### config.mk
export PLATFORM = sky130hd
export DESIGN_NAME = led_driver_diagnostic_mode_control
export DESIGN_NICKNAME = d
export VERILOG_FILES = /design/src/led_diag_pkg.sv /design/src/led_driver_diagnostic_mode_control.sv
export SDC_FILE = /design/constraint.sdc
export NUM_CORES = 1
export LEC_CHECK = 0
export BUFFER_PORTS_ARGS = -buffer_cell sky130_fd_sc_hd__buf_2
export CORE_ASPECT_RATIO = 0.6
export CORE_MARGIN = 3
export CORE_UTILIZATION = 45
export CTS_BUF_LIST = sky130_fd_sc_hd__clkbuf_4 sky130_fd_sc_hd__clkbuf_8
export CTS_CLUSTER_SIZE = 28
export DETAILED_ROUTE_END_ITERATION = 6
export PLACE_DENSITY = 0.75
export SYNTH_ARGS = -nofsm -noshare
export SYNTH_HDL_FRONTEND = slang
export SYNTH_SLANG_ARGS = --single-unit
export TNS_END_PERCENT = 100
### constraint.sdc
create_clock -name hclk -period 3.8 [get_ports hclk]
set_clock_uncertainty 0.1 [all_clocks]
set_input_delay 0.19 -clock hclk [delete_from_list [all_inputs] [get_ports hclk]]
set_output_delay 0.19 -clock hclk [all_outputs]
set_load 0.005 [all_outputs]
### src/led_diag_pkg.sv
package led_diag_pkg;

	localparam int              CHANNELS     = 16;
	localparam int              SENSE_W      = 2 * CHANNELS + 1;
	localparam logic [7:0]      CTRL_OFS     = 8'h00;
	localparam logic [7:0]      STATUS_OFS   = 8'h04;
	localparam logic [7:0]      DISPLAY_OFS  = 8'h08;
	localparam logic [7:0]      REPORT_OFS   = 8'h0c;
	localparam logic [7:0]      SHIFT_OFS    = 8'h10;
	localparam logic [31:0]     CTRL_RST     = 32'h0000_0001;
	localparam logic [15:0]     WORD_RST     = 16'h0000;
	localparam logic [15:0]     REPORT_RST   = 16'hffff;
	localparam logic [2:0]      CNT_RST      = 3'h0;
	localparam logic [2:0]      CNT_OPEN     = 3'h1;
	localparam logic [2:0]      CNT_SHORT    = 3'h2;
	localparam logic [2:0]      CNT_LOWCUR   = 3'h3;
	localparam logic [2:0]      CNT_SHDN     = 3'h4;
	localparam int              TEMP_BIT     = 0;
	localparam int              ENABLE_BIT   = 0;
	localparam logic [3:0]      PIN_IDLE     = 4'b0101;

	typedef enum logic [4:0]
	{
		F_TEMP   = 5'b00001,
		F_OPEN   = 5'b00010,
		F_SHORT  = 5'b00100,
		F_LOWCUR = 5'b01000,
		F_SHDN   = 5'b10000
	} func_e;

	typedef struct packed
	{
		logic serial_clk;
		logic serial_in;
		logic latch_strobe;
		logic output_enable_n;
	} pin_s;

	typedef struct packed
	{
		logic                overtemp_sense;
		logic [CHANNELS-1:0] open_sense;
		logic [CHANNELS-1:0] short_sense;
	} sense_s;

endpackage : led_diag_pkg

### src/led_driver_diagnostic_mode_control.sv
`timescale 1ns/1ps
module led_driver_diagnostic_mode_control
(
	input  wire logic                 hclk,
	input  wire logic                 hresetn,
	input  wire logic                 hsel,
	input  wire logic [31:0]          haddr,
	input  wire logic [1:0]           htrans,
	input  wire logic                 hwrite,
	input  wire logic [2:0]           hsize,
	input  wire logic [31:0]          hwdata,
	input  wire logic                 hready,
	output logic      [31:0]          hrdata,
	output logic                      hreadyout,
	output logic                      hresp,
	input  wire led_diag_pkg::pin_s   pins,
	input  wire led_diag_pkg::sense_s sense,
	output logic                      serial_out,
	output logic      [15:0]          sink_outputs,
	output logic                      reduced_test_current,
	output logic                      shutdown
);
	import led_diag_pkg::*;

	localparam int IN_W = SENSE_W + 4;

	// Stages start at the pins' idle levels, so leaving reset is not taken
	// for an enable rise that would capture reports from stale comparators.
	localparam logic [IN_W-1:0] IN_RST = {PIN_IDLE, 1'b0, {(2*CHANNELS){1'b1}}};

	// Pins and comparators are asynchronous; a bit moves only once the second
	// and third stages agree, which rejects a single-cycle glitch.
	logic [IN_W-1:0] s1_q, s2_q, s3_q, filt_q, filt_d, prev_q;
	assign filt_d = ((s2_q ~^ s3_q) & s2_q) | ((s2_q ^ s3_q) & filt_q);

	pin_s   pin_f, pin_p;
	sense_s sns_f;
	assign pin_f = filt_q[IN_W-1 -: 4];
	assign pin_p = prev_q[IN_W-1 -: 4];
	assign sns_f = filt_q[SENSE_W-1:0];

	wire clk_rise = pin_f.serial_clk & ~pin_p.serial_clk;
	wire ld_rise  = pin_f.latch_strobe & ~pin_p.latch_strobe;
	wire ld_fall  = ~pin_f.latch_strobe & pin_p.latch_strobe;
	wire oe_rise  = pin_f.output_enable_n & ~pin_p.output_enable_n;
	wire oe_fall  = ~pin_f.output_enable_n & pin_p.output_enable_n;
	wire sin      = pin_f.serial_in;

	logic [31:0] ctrl_q;
	logic [15:0] shift_q, shift_d, display_q, display_d, saved_q;
	logic [15:0] open_rep_q, short_rep_q;
	logic        temp_ok_q, errmode_q, lowcur_arm_q, restore_q;
	logic        reduced_q, shutdown_q, sout_q;
	logic [2:0]  cnt_q;
	logic [15:0] sink_q;
	func_e       func;

	// Entry is gated by a software enable that reset sets, so a stray strobe can start diagnostics until software clears it.
	// entry detect
	wire enter = ld_rise & pin_f.output_enable_n & ctrl_q[ENABLE_BIT];

	assign func = (cnt_q == CNT_RST)    ? F_TEMP  :
	              (cnt_q == CNT_OPEN)   ? F_OPEN  :
	              (cnt_q == CNT_SHORT)  ? F_SHORT :
	              (cnt_q == CNT_LOWCUR) ? F_LOWCUR : F_SHDN;

	logic flag;
	always_comb
	begin
		flag = 1'b1;
		unique case (func)
			F_TEMP:   flag = temp_ok_q;
			F_OPEN:   flag = &open_rep_q;
			F_SHORT:  flag = &short_rep_q;
			F_LOWCUR: flag = 1'b1;
			F_SHDN:   flag = 1'b1;
		endcase
	end

	logic [15:0] report;
	always_comb
	begin
		report = shift_q;
		unique case (func)
			F_TEMP:   report = {{(CHANNELS-1){1'b1}}, temp_ok_q};
			F_OPEN:   report = open_rep_q;
			F_SHORT:  report = short_rep_q;
			F_LOWCUR: report = shift_q;
			F_SHDN:   report = shift_q;
		endcase
	end

	assign shift_d = (ld_fall & errmode_q) ? report :
	                 clk_rise ? {shift_q[14:0], sin} : shift_q;

	assign display_d = ld_rise ? shift_q :
	                   (ld_fall & restore_q) ? saved_q : display_q;

	wire sout_d = errmode_q ? (flag & sin) : shift_q[15];

	wire [15:0] open_cap  = sns_f.open_sense | ~display_q;
	wire [15:0] short_cap = sns_f.short_sense | ~display_q;

	always_ff @(posedge hclk or negedge hresetn)
	begin
		if (!hresetn)
		begin
			s1_q <= IN_RST;
			s2_q <= IN_RST;
			s3_q <= IN_RST;
		end
		else
		begin
			s1_q <= {pins, sense};
			s2_q <= s1_q;
			s3_q <= s2_q;
		end
	end

	always_ff @(posedge hclk or negedge hresetn)
	begin
		if (!hresetn)
		begin
			filt_q <= IN_RST;
			prev_q <= IN_RST;
		end
		else
		begin
			filt_q <= filt_d;
			prev_q <= filt_q;
		end
	end

	always_ff @(posedge hclk or negedge hresetn)
	begin
		if (!hresetn)
			shift_q <= WORD_RST;
		else
			shift_q <= shift_d;
	end

	always_ff @(posedge hclk or negedge hresetn)
	begin
		if (!hresetn)
			display_q <= WORD_RST;
		else
			display_q <= display_d;
	end

	always_ff @(posedge hclk or negedge hresetn)
	begin
		if (!hresetn)
			sout_q <= 1'b0;
		else
			sout_q <= sout_d;
	end

	// Shutdown darkens the sinks whatever the display holds.
	// sink drive
	always_ff @(posedge hclk or negedge hresetn)
	begin
		if (!hresetn)
			sink_q <= WORD_RST;
		else
			sink_q <= (pin_f.output_enable_n | shutdown_q) ? WORD_RST : display_q;
	end

	always_ff @(posedge hclk or negedge hresetn)
	begin
		if (!hresetn)
			errmode_q <= 1'b0;
		else if (enter)
			errmode_q <= 1'b1;
		else if (ld_fall)
			errmode_q <= 1'b0;
	end

	// Extra pulses stay at shutdown, they never wrap back to temperature.
	// saturating count
	always_ff @(posedge hclk or negedge hresetn)
	begin
		if (!hresetn)
			cnt_q <= CNT_RST;
		else if (enter)
			cnt_q <= CNT_RST;
		else if (errmode_q & clk_rise & ~ld_fall & (cnt_q != CNT_SHDN))
			cnt_q <= cnt_q + CNT_OPEN;
	end

	always_ff @(posedge hclk or negedge hresetn)
	begin
		if (!hresetn)
			shutdown_q <= 1'b0;
		else if (errmode_q & clk_rise & (cnt_q == CNT_LOWCUR))
			shutdown_q <= ~sin;
	end

	always_ff @(posedge hclk or negedge hresetn)
	begin
		if (!hresetn)
		begin
			open_rep_q  <= REPORT_RST;
			short_rep_q <= REPORT_RST;
			temp_ok_q   <= 1'b1;
		end
		else if (oe_rise)
		begin
			open_rep_q  <= open_cap;
			short_rep_q <= short_cap;
			temp_ok_q   <= ~sns_f.overtemp_sense;
		end
	end

	// The test pattern replaces the display, so the old picture is held
	// aside and put back at the strobe fall after the test.
	// low-current sequence
	always_ff @(posedge hclk or negedge hresetn)
	begin
		if (!hresetn)
		begin
			lowcur_arm_q <= 1'b0;
			restore_q    <= 1'b0;
			reduced_q    <= 1'b0;
			saved_q      <= WORD_RST;
		end
		else
		begin
			if (ld_fall & errmode_q & (func == F_LOWCUR))
			begin
				lowcur_arm_q <= 1'b1;
				saved_q      <= display_q;
			end
			else if (oe_rise & lowcur_arm_q)
			begin
				lowcur_arm_q <= 1'b0;
				restore_q    <= 1'b1;
			end
			else if (ld_fall & restore_q)
				restore_q <= 1'b0;
			if (oe_fall & lowcur_arm_q)
				reduced_q <= 1'b1;
			else if (oe_rise)
				reduced_q <= 1'b0;
		end
	end

	assign serial_out           = sout_q;
	assign sink_outputs         = sink_q;
	assign reduced_test_current = reduced_q;
	assign shutdown             = shutdown_q;

	// Zero-wait slave: every transfer completes in one data-phase cycle.
	logic       wr_q;
	logic [7:0] wa_q;
	logic [31:0] rd_q;
	wire        take = hsel & htrans[1] & hready;
	wire [7:0]  ofs  = haddr[7:0];
	wire [31:0] status = {24'h0, shutdown_q, reduced_q, lowcur_arm_q,
	                      func == F_SHDN, cnt_q, errmode_q};
	wire        sel_ctrl    = (ofs == CTRL_OFS);
	wire        sel_status  = (ofs == STATUS_OFS);
	wire        sel_display = (ofs == DISPLAY_OFS);
	wire        sel_report  = (ofs == REPORT_OFS);
	wire        sel_shift   = (ofs == SHIFT_OFS);
	wire [31:0] rmux = sel_ctrl    ? ctrl_q :
	                   sel_status  ? (status | {23'h0, flag, 8'h0}) :
	                   sel_display ? {16'h0, display_q} :
	                   sel_report  ? {short_rep_q, open_rep_q} :
	                   sel_shift   ? {15'h0, temp_ok_q, shift_q} : 32'h0;

	// The address phase is remembered so a write lands with its data phase.
	always_ff @(posedge hclk or negedge hresetn)
	begin
		if (!hresetn)
		begin
			wr_q <= 1'b0;
			wa_q <= 8'h0;
		end
		else
		begin
			wr_q <= take & hwrite;
			wa_q <= ofs;
		end
	end

	// Read data is sampled at the address phase and holds until the next read.
	always_ff @(posedge hclk or negedge hresetn)
	begin
		if (!hresetn)
			rd_q <= 32'h0;
		else if (take & ~hwrite)
			rd_q <= rmux;
	end

	always_ff @(posedge hclk or negedge hresetn)
	begin
		if (!hresetn)
			ctrl_q <= CTRL_RST;
		else if (wr_q & (wa_q == CTRL_OFS))
			ctrl_q <= {31'h0, hwdata[ENABLE_BIT]};
	end

	assign hrdata    = rd_q;
	assign hreadyout = 1'b1;
	assign hresp     = 1'b0;

endmodule : led_driver_diagnostic_mode_control

Word-level counts from Yosys, hierarchy flattened

Cells that the tools add are included.

Flip-flop bits (word level): 333
Bits of input ports: 111
Output and inout port bits: 53
Logic and storage cells: 122

$add $sub $neg: 1
Equal/unequal tests: 14
Multiplexer cells: 27
Bitwise operators: 42
Reductions and logical operators: 15

Operators by type and width:

| operator                                       | count |
|---|---|
| two-way mux 32 bit                             | 4 |
| two-way mux 16 bit                             | 5 |
| AND 37 bit                                     | 2 |
| case mux 16 bit (3 select lines)               | 1 |
| OR 37 bit                                      | 1 |
| XNOR 37 bit                                    | 1 |
| XOR 37 bit                                     | 1 |
| OR 16 bit                                      | 2 |
| AND reduction 16 bit                           | 2 |
| AND 1 bit                                      | 22 |
| two-way mux 5 bit                              | 4 |
| two-way mux 17 bit                             | 1 |
| == test 8 x 4 -> 1 bit (second input constant) | 2 |
| logical NOT 8 bit                              | 2 |
| inverter 16 bit                                | 1 |
| nonzero test 2 bit                             | 7 |
| inverter 1 bit                                 | 10 |
| two-way mux 1 bit                              | 9 |
| OR 8 x 9 -> 9 bit                              | 1 |
| == test 8 x 3 -> 1 bit (second input constant) | 1 |
| == test 8 x 5 -> 1 bit (second input constant) | 1 |
| == test 3 x 2 -> 1 bit (second input constant) | 2 |
| two-way mux 3 bit                              | 2 |
| == test 5 x 1 -> 1 bit (second input constant) | 1 |
| other kinds (13)                               | 14 |

Longest topological paths before layout

Depth in word-level cells: 11
Gate-level depth with buffers: 10
Depth with buffers taken out: 7

Worst setup path after synthesis

OpenSTA, ideal clock, no wires.

Path kind: reg-to-reg
Start: reg cnt_q[0]
End: reg saved_q[10]
Setup time: 125 ps
Arrival time: 1,930 ps
Data required time: 3,575 ps
Slack: 1,646 ps
Stages on the path, launching flop included: 9
Path buffers: 2
Clock period less this slack: 2,154 ps
Path through: dfrtp_1 > inv_1 > ha_1 > nor3_1 > nor2_1 > nand3b_1 > buf_2 > buf_2 > mux2_2

Cells in the longest elaborated chain, start to end: 7
Elaborated cells on any way between the ends: 10
Those cells by class: 4 x eq/ne; 4 x mux; 1 x bitwise; 1 x reduce/logical

RTL lines:

| element                    | RTL line                                  | source |
|---|---|---|
| from (decl)                | led_driver_diagnostic_mode_control.sv:54  | `logic [2:0] cnt_q;` |
| from (signal assigned)     | led_driver_diagnostic_mode_control.sv:187 | `cnt_q <= cnt_q + CNT_OPEN;` |
| == test 3 x 2 -> 1 bit     | led_driver_diagnostic_mode_control.sv:65  | `(cnt_q == CNT_LOWCUR) ? F_LOWCUR : F_SHDN;` |
| two-way mux 5 bit          | led_driver_diagnostic_mode_control.sv:65  |  |
| two-way mux 5 bit          | led_driver_diagnostic_mode_control.sv:64  | `(cnt_q == CNT_SHORT) ? F_SHORT :` |
| two-way mux 5 bit          | led_driver_diagnostic_mode_control.sv:63  | `(cnt_q == CNT_OPEN) ? F_OPEN :` |
| two-way mux 5 bit (*)      | led_driver_diagnostic_mode_control.sv:62  | `assign func = (cnt_q == CNT_RST) ? F_TEMP :` |
| == test 5 x 4 -> 1 bit (*) | led_driver_diagnostic_mode_control.sv:228 | `if (ld_fall & errmode_q & (func == F_LOWCUR))` |
| AND 1 bit (*)              | led_driver_diagnostic_mode_control.sv:228 |  |
| to (signal assigned)       | led_driver_diagnostic_mode_control.sv:231 | `saved_q <= display_q;` |
| to (decl)                  | led_driver_diagnostic_mode_control.sv:50  | `logic [15:0] shift_q, shift_d, display_q, display_d, saved_q;` |

Every way passes the cells marked *; elsewhere a longest branch is shown, timed or not.
A chain may end at the register's enable or synchronous reset.

Worst setup path after layout

Start: reg cnt_q[1]
End: reg sout_q (netlist: serial_out)

Cells in the longest elaborated chain, start to end: 10
Elaborated cells on any way between the ends: 17
Those cells by class: 8 x eq/ne; 6 x mux; 1 x bitwise; 2 x reduce/logical

RTL lines:

| element                                                 | RTL line                                  | source |
|---|---|---|
| == test 3 x 2 -> 1 bit                                  | led_driver_diagnostic_mode_control.sv:65  |  |
| two-way mux 5 bit                                       | led_driver_diagnostic_mode_control.sv:65  |  |
| two-way mux 5 bit                                       | led_driver_diagnostic_mode_control.sv:64  |  |
| two-way mux 5 bit                                       | led_driver_diagnostic_mode_control.sv:63  |  |
| two-way mux 5 bit (*)                                   | led_driver_diagnostic_mode_control.sv:62  |  |
| == test 5 bit or == test 5 x 4 -> 1 bit (tied branches) | led_driver_diagnostic_mode_control.sv:71  | `unique case (func)` |
| OR reduction 2 bit (no source line)                     | n/a                                       |  |
| case mux 1 bit (4 select lines) (*)                     | led_driver_diagnostic_mode_control.sv:71  |  |
| AND 1 bit (*)                                           | led_driver_diagnostic_mode_control.sv:99  | `wire sout_d = errmode_q ? (flag & sin) : shift_q[15];` |
| two-way mux 1 bit (*)                                   | led_driver_diagnostic_mode_control.sv:99  |  |
| named net sout_d                                        | led_driver_diagnostic_mode_control.sv:99  |  |
| to (signal assigned)                                    | led_driver_diagnostic_mode_control.sv:155 | `sout_q <= sout_d;` |
| to (decl)                                               | led_driver_diagnostic_mode_control.sv:53  | `logic reduced_q, shutdown_q, sout_q;` |

The timed path passes the listed nets; every way through them passes the cells marked *.

==> impl_metrics.json <==
{
  "status": "finished, final reports clean",
  "relSlewSlack": 0.360,
  "crit_path_end_kind": "register",
  "wl_met2_um": 10300,
  "top_layer": "met4",
  "cts-buffers-inserted": 42,
  "postSynthAreaPerCell_um2": 13.0,
  "p_sw_w": 0.00242,
  "dpl_cell_area_mm2": 0.0124,
  "cts_sinks": 299,
  "seqCellArea_mm2": 0.00770,
  "synth_area_mm2": 0.0115,
  "max_freq_mhz": 365,
  "ant_nets": 0,
  "r2r_cells": 8,
  "crit_required_ns": 4.17,
  "antenna_found_initial": 1,
  "p_comb_frac": 0.148,
  "clkLatencyLatePin_ns": 0.55,
  "nets": 1209,
  "wl_per_cell_um": 19.2,
  "tns_ns": 0,
  "drt_wl_total_um": 27100,
  "finalCriticalPeriod_ns": 2.74,
  "coreArea_mm2": 0.0247,
  "die_area_mm2": 0.0276,
  "powerDensity_mw_per_mm2": 602,
  "cap_viol_max_count": 0,
  "cts_tree": "yes",
  "irDropWorstVdd_mv": 0.368,
  "startpoint": "cnt_q[1]",
  "std_cell_rows": 44,
  "worstPathMaxFanout": 11,
  "die_width_um": 213,
  "diodes": 0,
  "p_leak_nw": 6.50,
  "final_cell_mix": "171 x dfstp_2, 128 x dfrtp_1, 101 x buf_2",
  "ctsLongestPathBuffers": 3,
  "ys_seq_area_frac": 0.668,
  "p_seq_frac": 0.523,
  "clkTransAtPathRegs_ns": 0.07,
  "portBuffers": 102,
  "overflow": 0,
  "fp.dieH_um": 130,
  "rsz0062_at_grt": "no",
  "cts_resized": 0,
  "setup-violations-final": 0,
  "num-fill-cells": 2033,
  "grt_usage": 0.201,
  "grt_pass1_vias": 7475,
  "reg2reg_from": "cnt_q[1]",
  "first_pass_iters": 5,
  "finalHoldViolCount": 0,
  "drc_errors": 0,
  "p_int_w": 0.00593,
  "ys.warnings.count": 0,
  "startpoint_type": "register",
  "hpwl_um": 18200,
  "multi_input_area_mm2": 0.00350,
  "post_cts_buffers": 0,
  "swShare": 0.290,
  "slew_violations": 0,
  "met1_length_um": 14000,
  "worstMarginPinSlew_ns": 0.956,
  "io_pins": 164,
  "dr_total_vias": 7455,
  "synth_fp_nets": 1037,
  "drive_gt1_frac": 0.385,
  "grt_max_degree": 105,
  "grt_pass1_wl_um": 42400,
  "reg2reg_slack_ns": 1.06,
  "start_util": 0.467,
  "area_growth_syn_to_layout_pct": 20.3,
  "synth_seq_cells": 299,
  "path_class": "register to register",
  "detail_route.iter0.violations": 627,
  "gp_congestion": 0.917,
  "synth_cells": 884,
  "hp-class": "primary input to asynchronous set/reset pin",
  "fin_crit_sh": 0.721,
  "pwr-share-clk": 0.329,
  "yosysUniqueCellTypes": 52,
  "r2r_end": "serial_out",
  "cts-root-buf": "clkbuf_8",
  "setup.worst_path.end": "serial_out",
  "layout_commonest_cell": "dfstp_2",
  "wl_met3_um": 2550,
  "crit_arrival_ns": 3.11,
  "fin_area_mm2": 0.0139,
  "htreeDepth": 2,
  "viasPerCell": 5.28
}
-- layout make-up --
type	count	share of cell area
Clock buffer	67	0.0615
Clock inverter	10	0.00740
Inverter	39	0.0106
Multi-Input combinational cell	506	0.253
Sequential cell	299	0.555
Tap cell	322	0.0290
Timing Repair Buffer	168	0.0839
-- flip-flops by register name (all words and copies together) (netlist names), 32 cells and up --
register,flops
s3_q,37
s1_q,37
s2_q,37
filt_q,37
hrdata,32
-- Yosys cell counts (all sizes together) --
library cell,instances,share of area
o22ai,2,0.0011
nand3,3,0.0013
clkbuf,19,0.0062
a221oi,1,0.00076
and4,1,0.00076
ha,42,0.046
o2111ai,1,0.00076
nor3b,2,0.0017
nand4b,4,0.0030
a221o,1,0.00098
nand3b,2,0.0013
a21oi,61,0.027
nor4,2,0.0011
o31ai,7,0.0046
nor2b,4,0.0022
a21o,39,0.025
buf,21,0.010
nand2,38,0.012
a22o,22,0.018
o21ai,29,0.013
nand2b,18,0.0098
nor2,81,0.027
or3,2,0.0015
xnor2,1,0.00076
o311ai,1,0.00076
mux2,32,0.031
mux2i,32,0.028
conb,2,0.00065
nand4,6,0.0033
and3,1,0.00054
a32o,1,0.00087
a22oi,8,0.0052
and2,18,0.0098
or4,2,0.0016
or2,2,0.0011
dfrtp,128,0.28
nor3,4,0.0027
o211ai,2,0.0013
inv,39,0.013
a31oi,32,0.017
dfstp,171,0.39
-- critical path, cell delays in order, from the launching register on --
cell and delay [ns]:
dfrtp_1 0.39, inv_1 0.10, ha_1 0.42, buf_4 0.30, nand3b_1 0.21, or4_1 0.48
o311ai_1 0.40, o211ai_1 0.14, o21ai_0 0.11
-- kinds of logic (layout without fill, tap and decap cells) --
group           Yosys count  in the layout  synth area share
compound gates          207            207             0.116
mux                      64             64            0.0590
xor+xnor                  1              1          0.000760
buf+inv                  79            284            0.0290
fa+ha+maj                42             42            0.0456
simple gates            190            190            0.0811
flops                   299            299             0.668
other cells               2              2          0.000651
-- power by group through the flow --
stage          Sequential (W)  Combinational (W)  Clock [W]
2_1_floorplan         0.00409           0.000843          0
3_3_place_gp          0.00436            0.00116          0
3_5_place_dp          0.00438            0.00119          0
4_1_cts               0.00433            0.00124    0.00285
5_1_grt               0.00441            0.00138    0.00300
6_report              0.00437            0.00124    0.00275
-- metrics by stage --
step	utilization	total power [W]	setup slack [ns]	hold slack, ns	instances
6_report	0.562	0.00836	1.06	0.176	1411
2_1_floorplan	-	0.00493	1.65	-0.206	884
5_1_grt	0.562	0.00879	0.892	0.153	1411
3_3_place_gp	0.504	0.00552	1.10	0.190	1285
3_5_place_dp	0.504	0.00557	1.13	0.190	1285
4_1_cts	0.562	0.00842	1.07	0.141	1411
-- layer usage --
layer / global-route usage / vias to the layer above
met1: 0.331 / 3723
met3: 0.0572 / 28
li1: - / 3418
met2: 0.258 / 286
met4: 0.0387 / 0
met5: 0 / -
-- how the worst min path moves through the flow --
stage | from | endpoint | slack (ns)
detailed placement | hresetn | hrdata[27] | 0.19
floorplan | hresetn | cnt_q[0] | -0.21
CTS | sense[26] | s1_q[26] | 0.14
finish | hresetn | hrdata[28] | 0.18
global placement | hresetn | hrdata[24] | 0.19
global route | sense[26] | s1_q[26] | 0.15
-- what timing repair did --
item | in CTS | in global routing
hold buffers | 49 | 0
hold endpoints to repair | 109 | 0
endpoints found under the setup margin | 0 | 0
No activity file was read; power rests on OpenSTA's default activity.
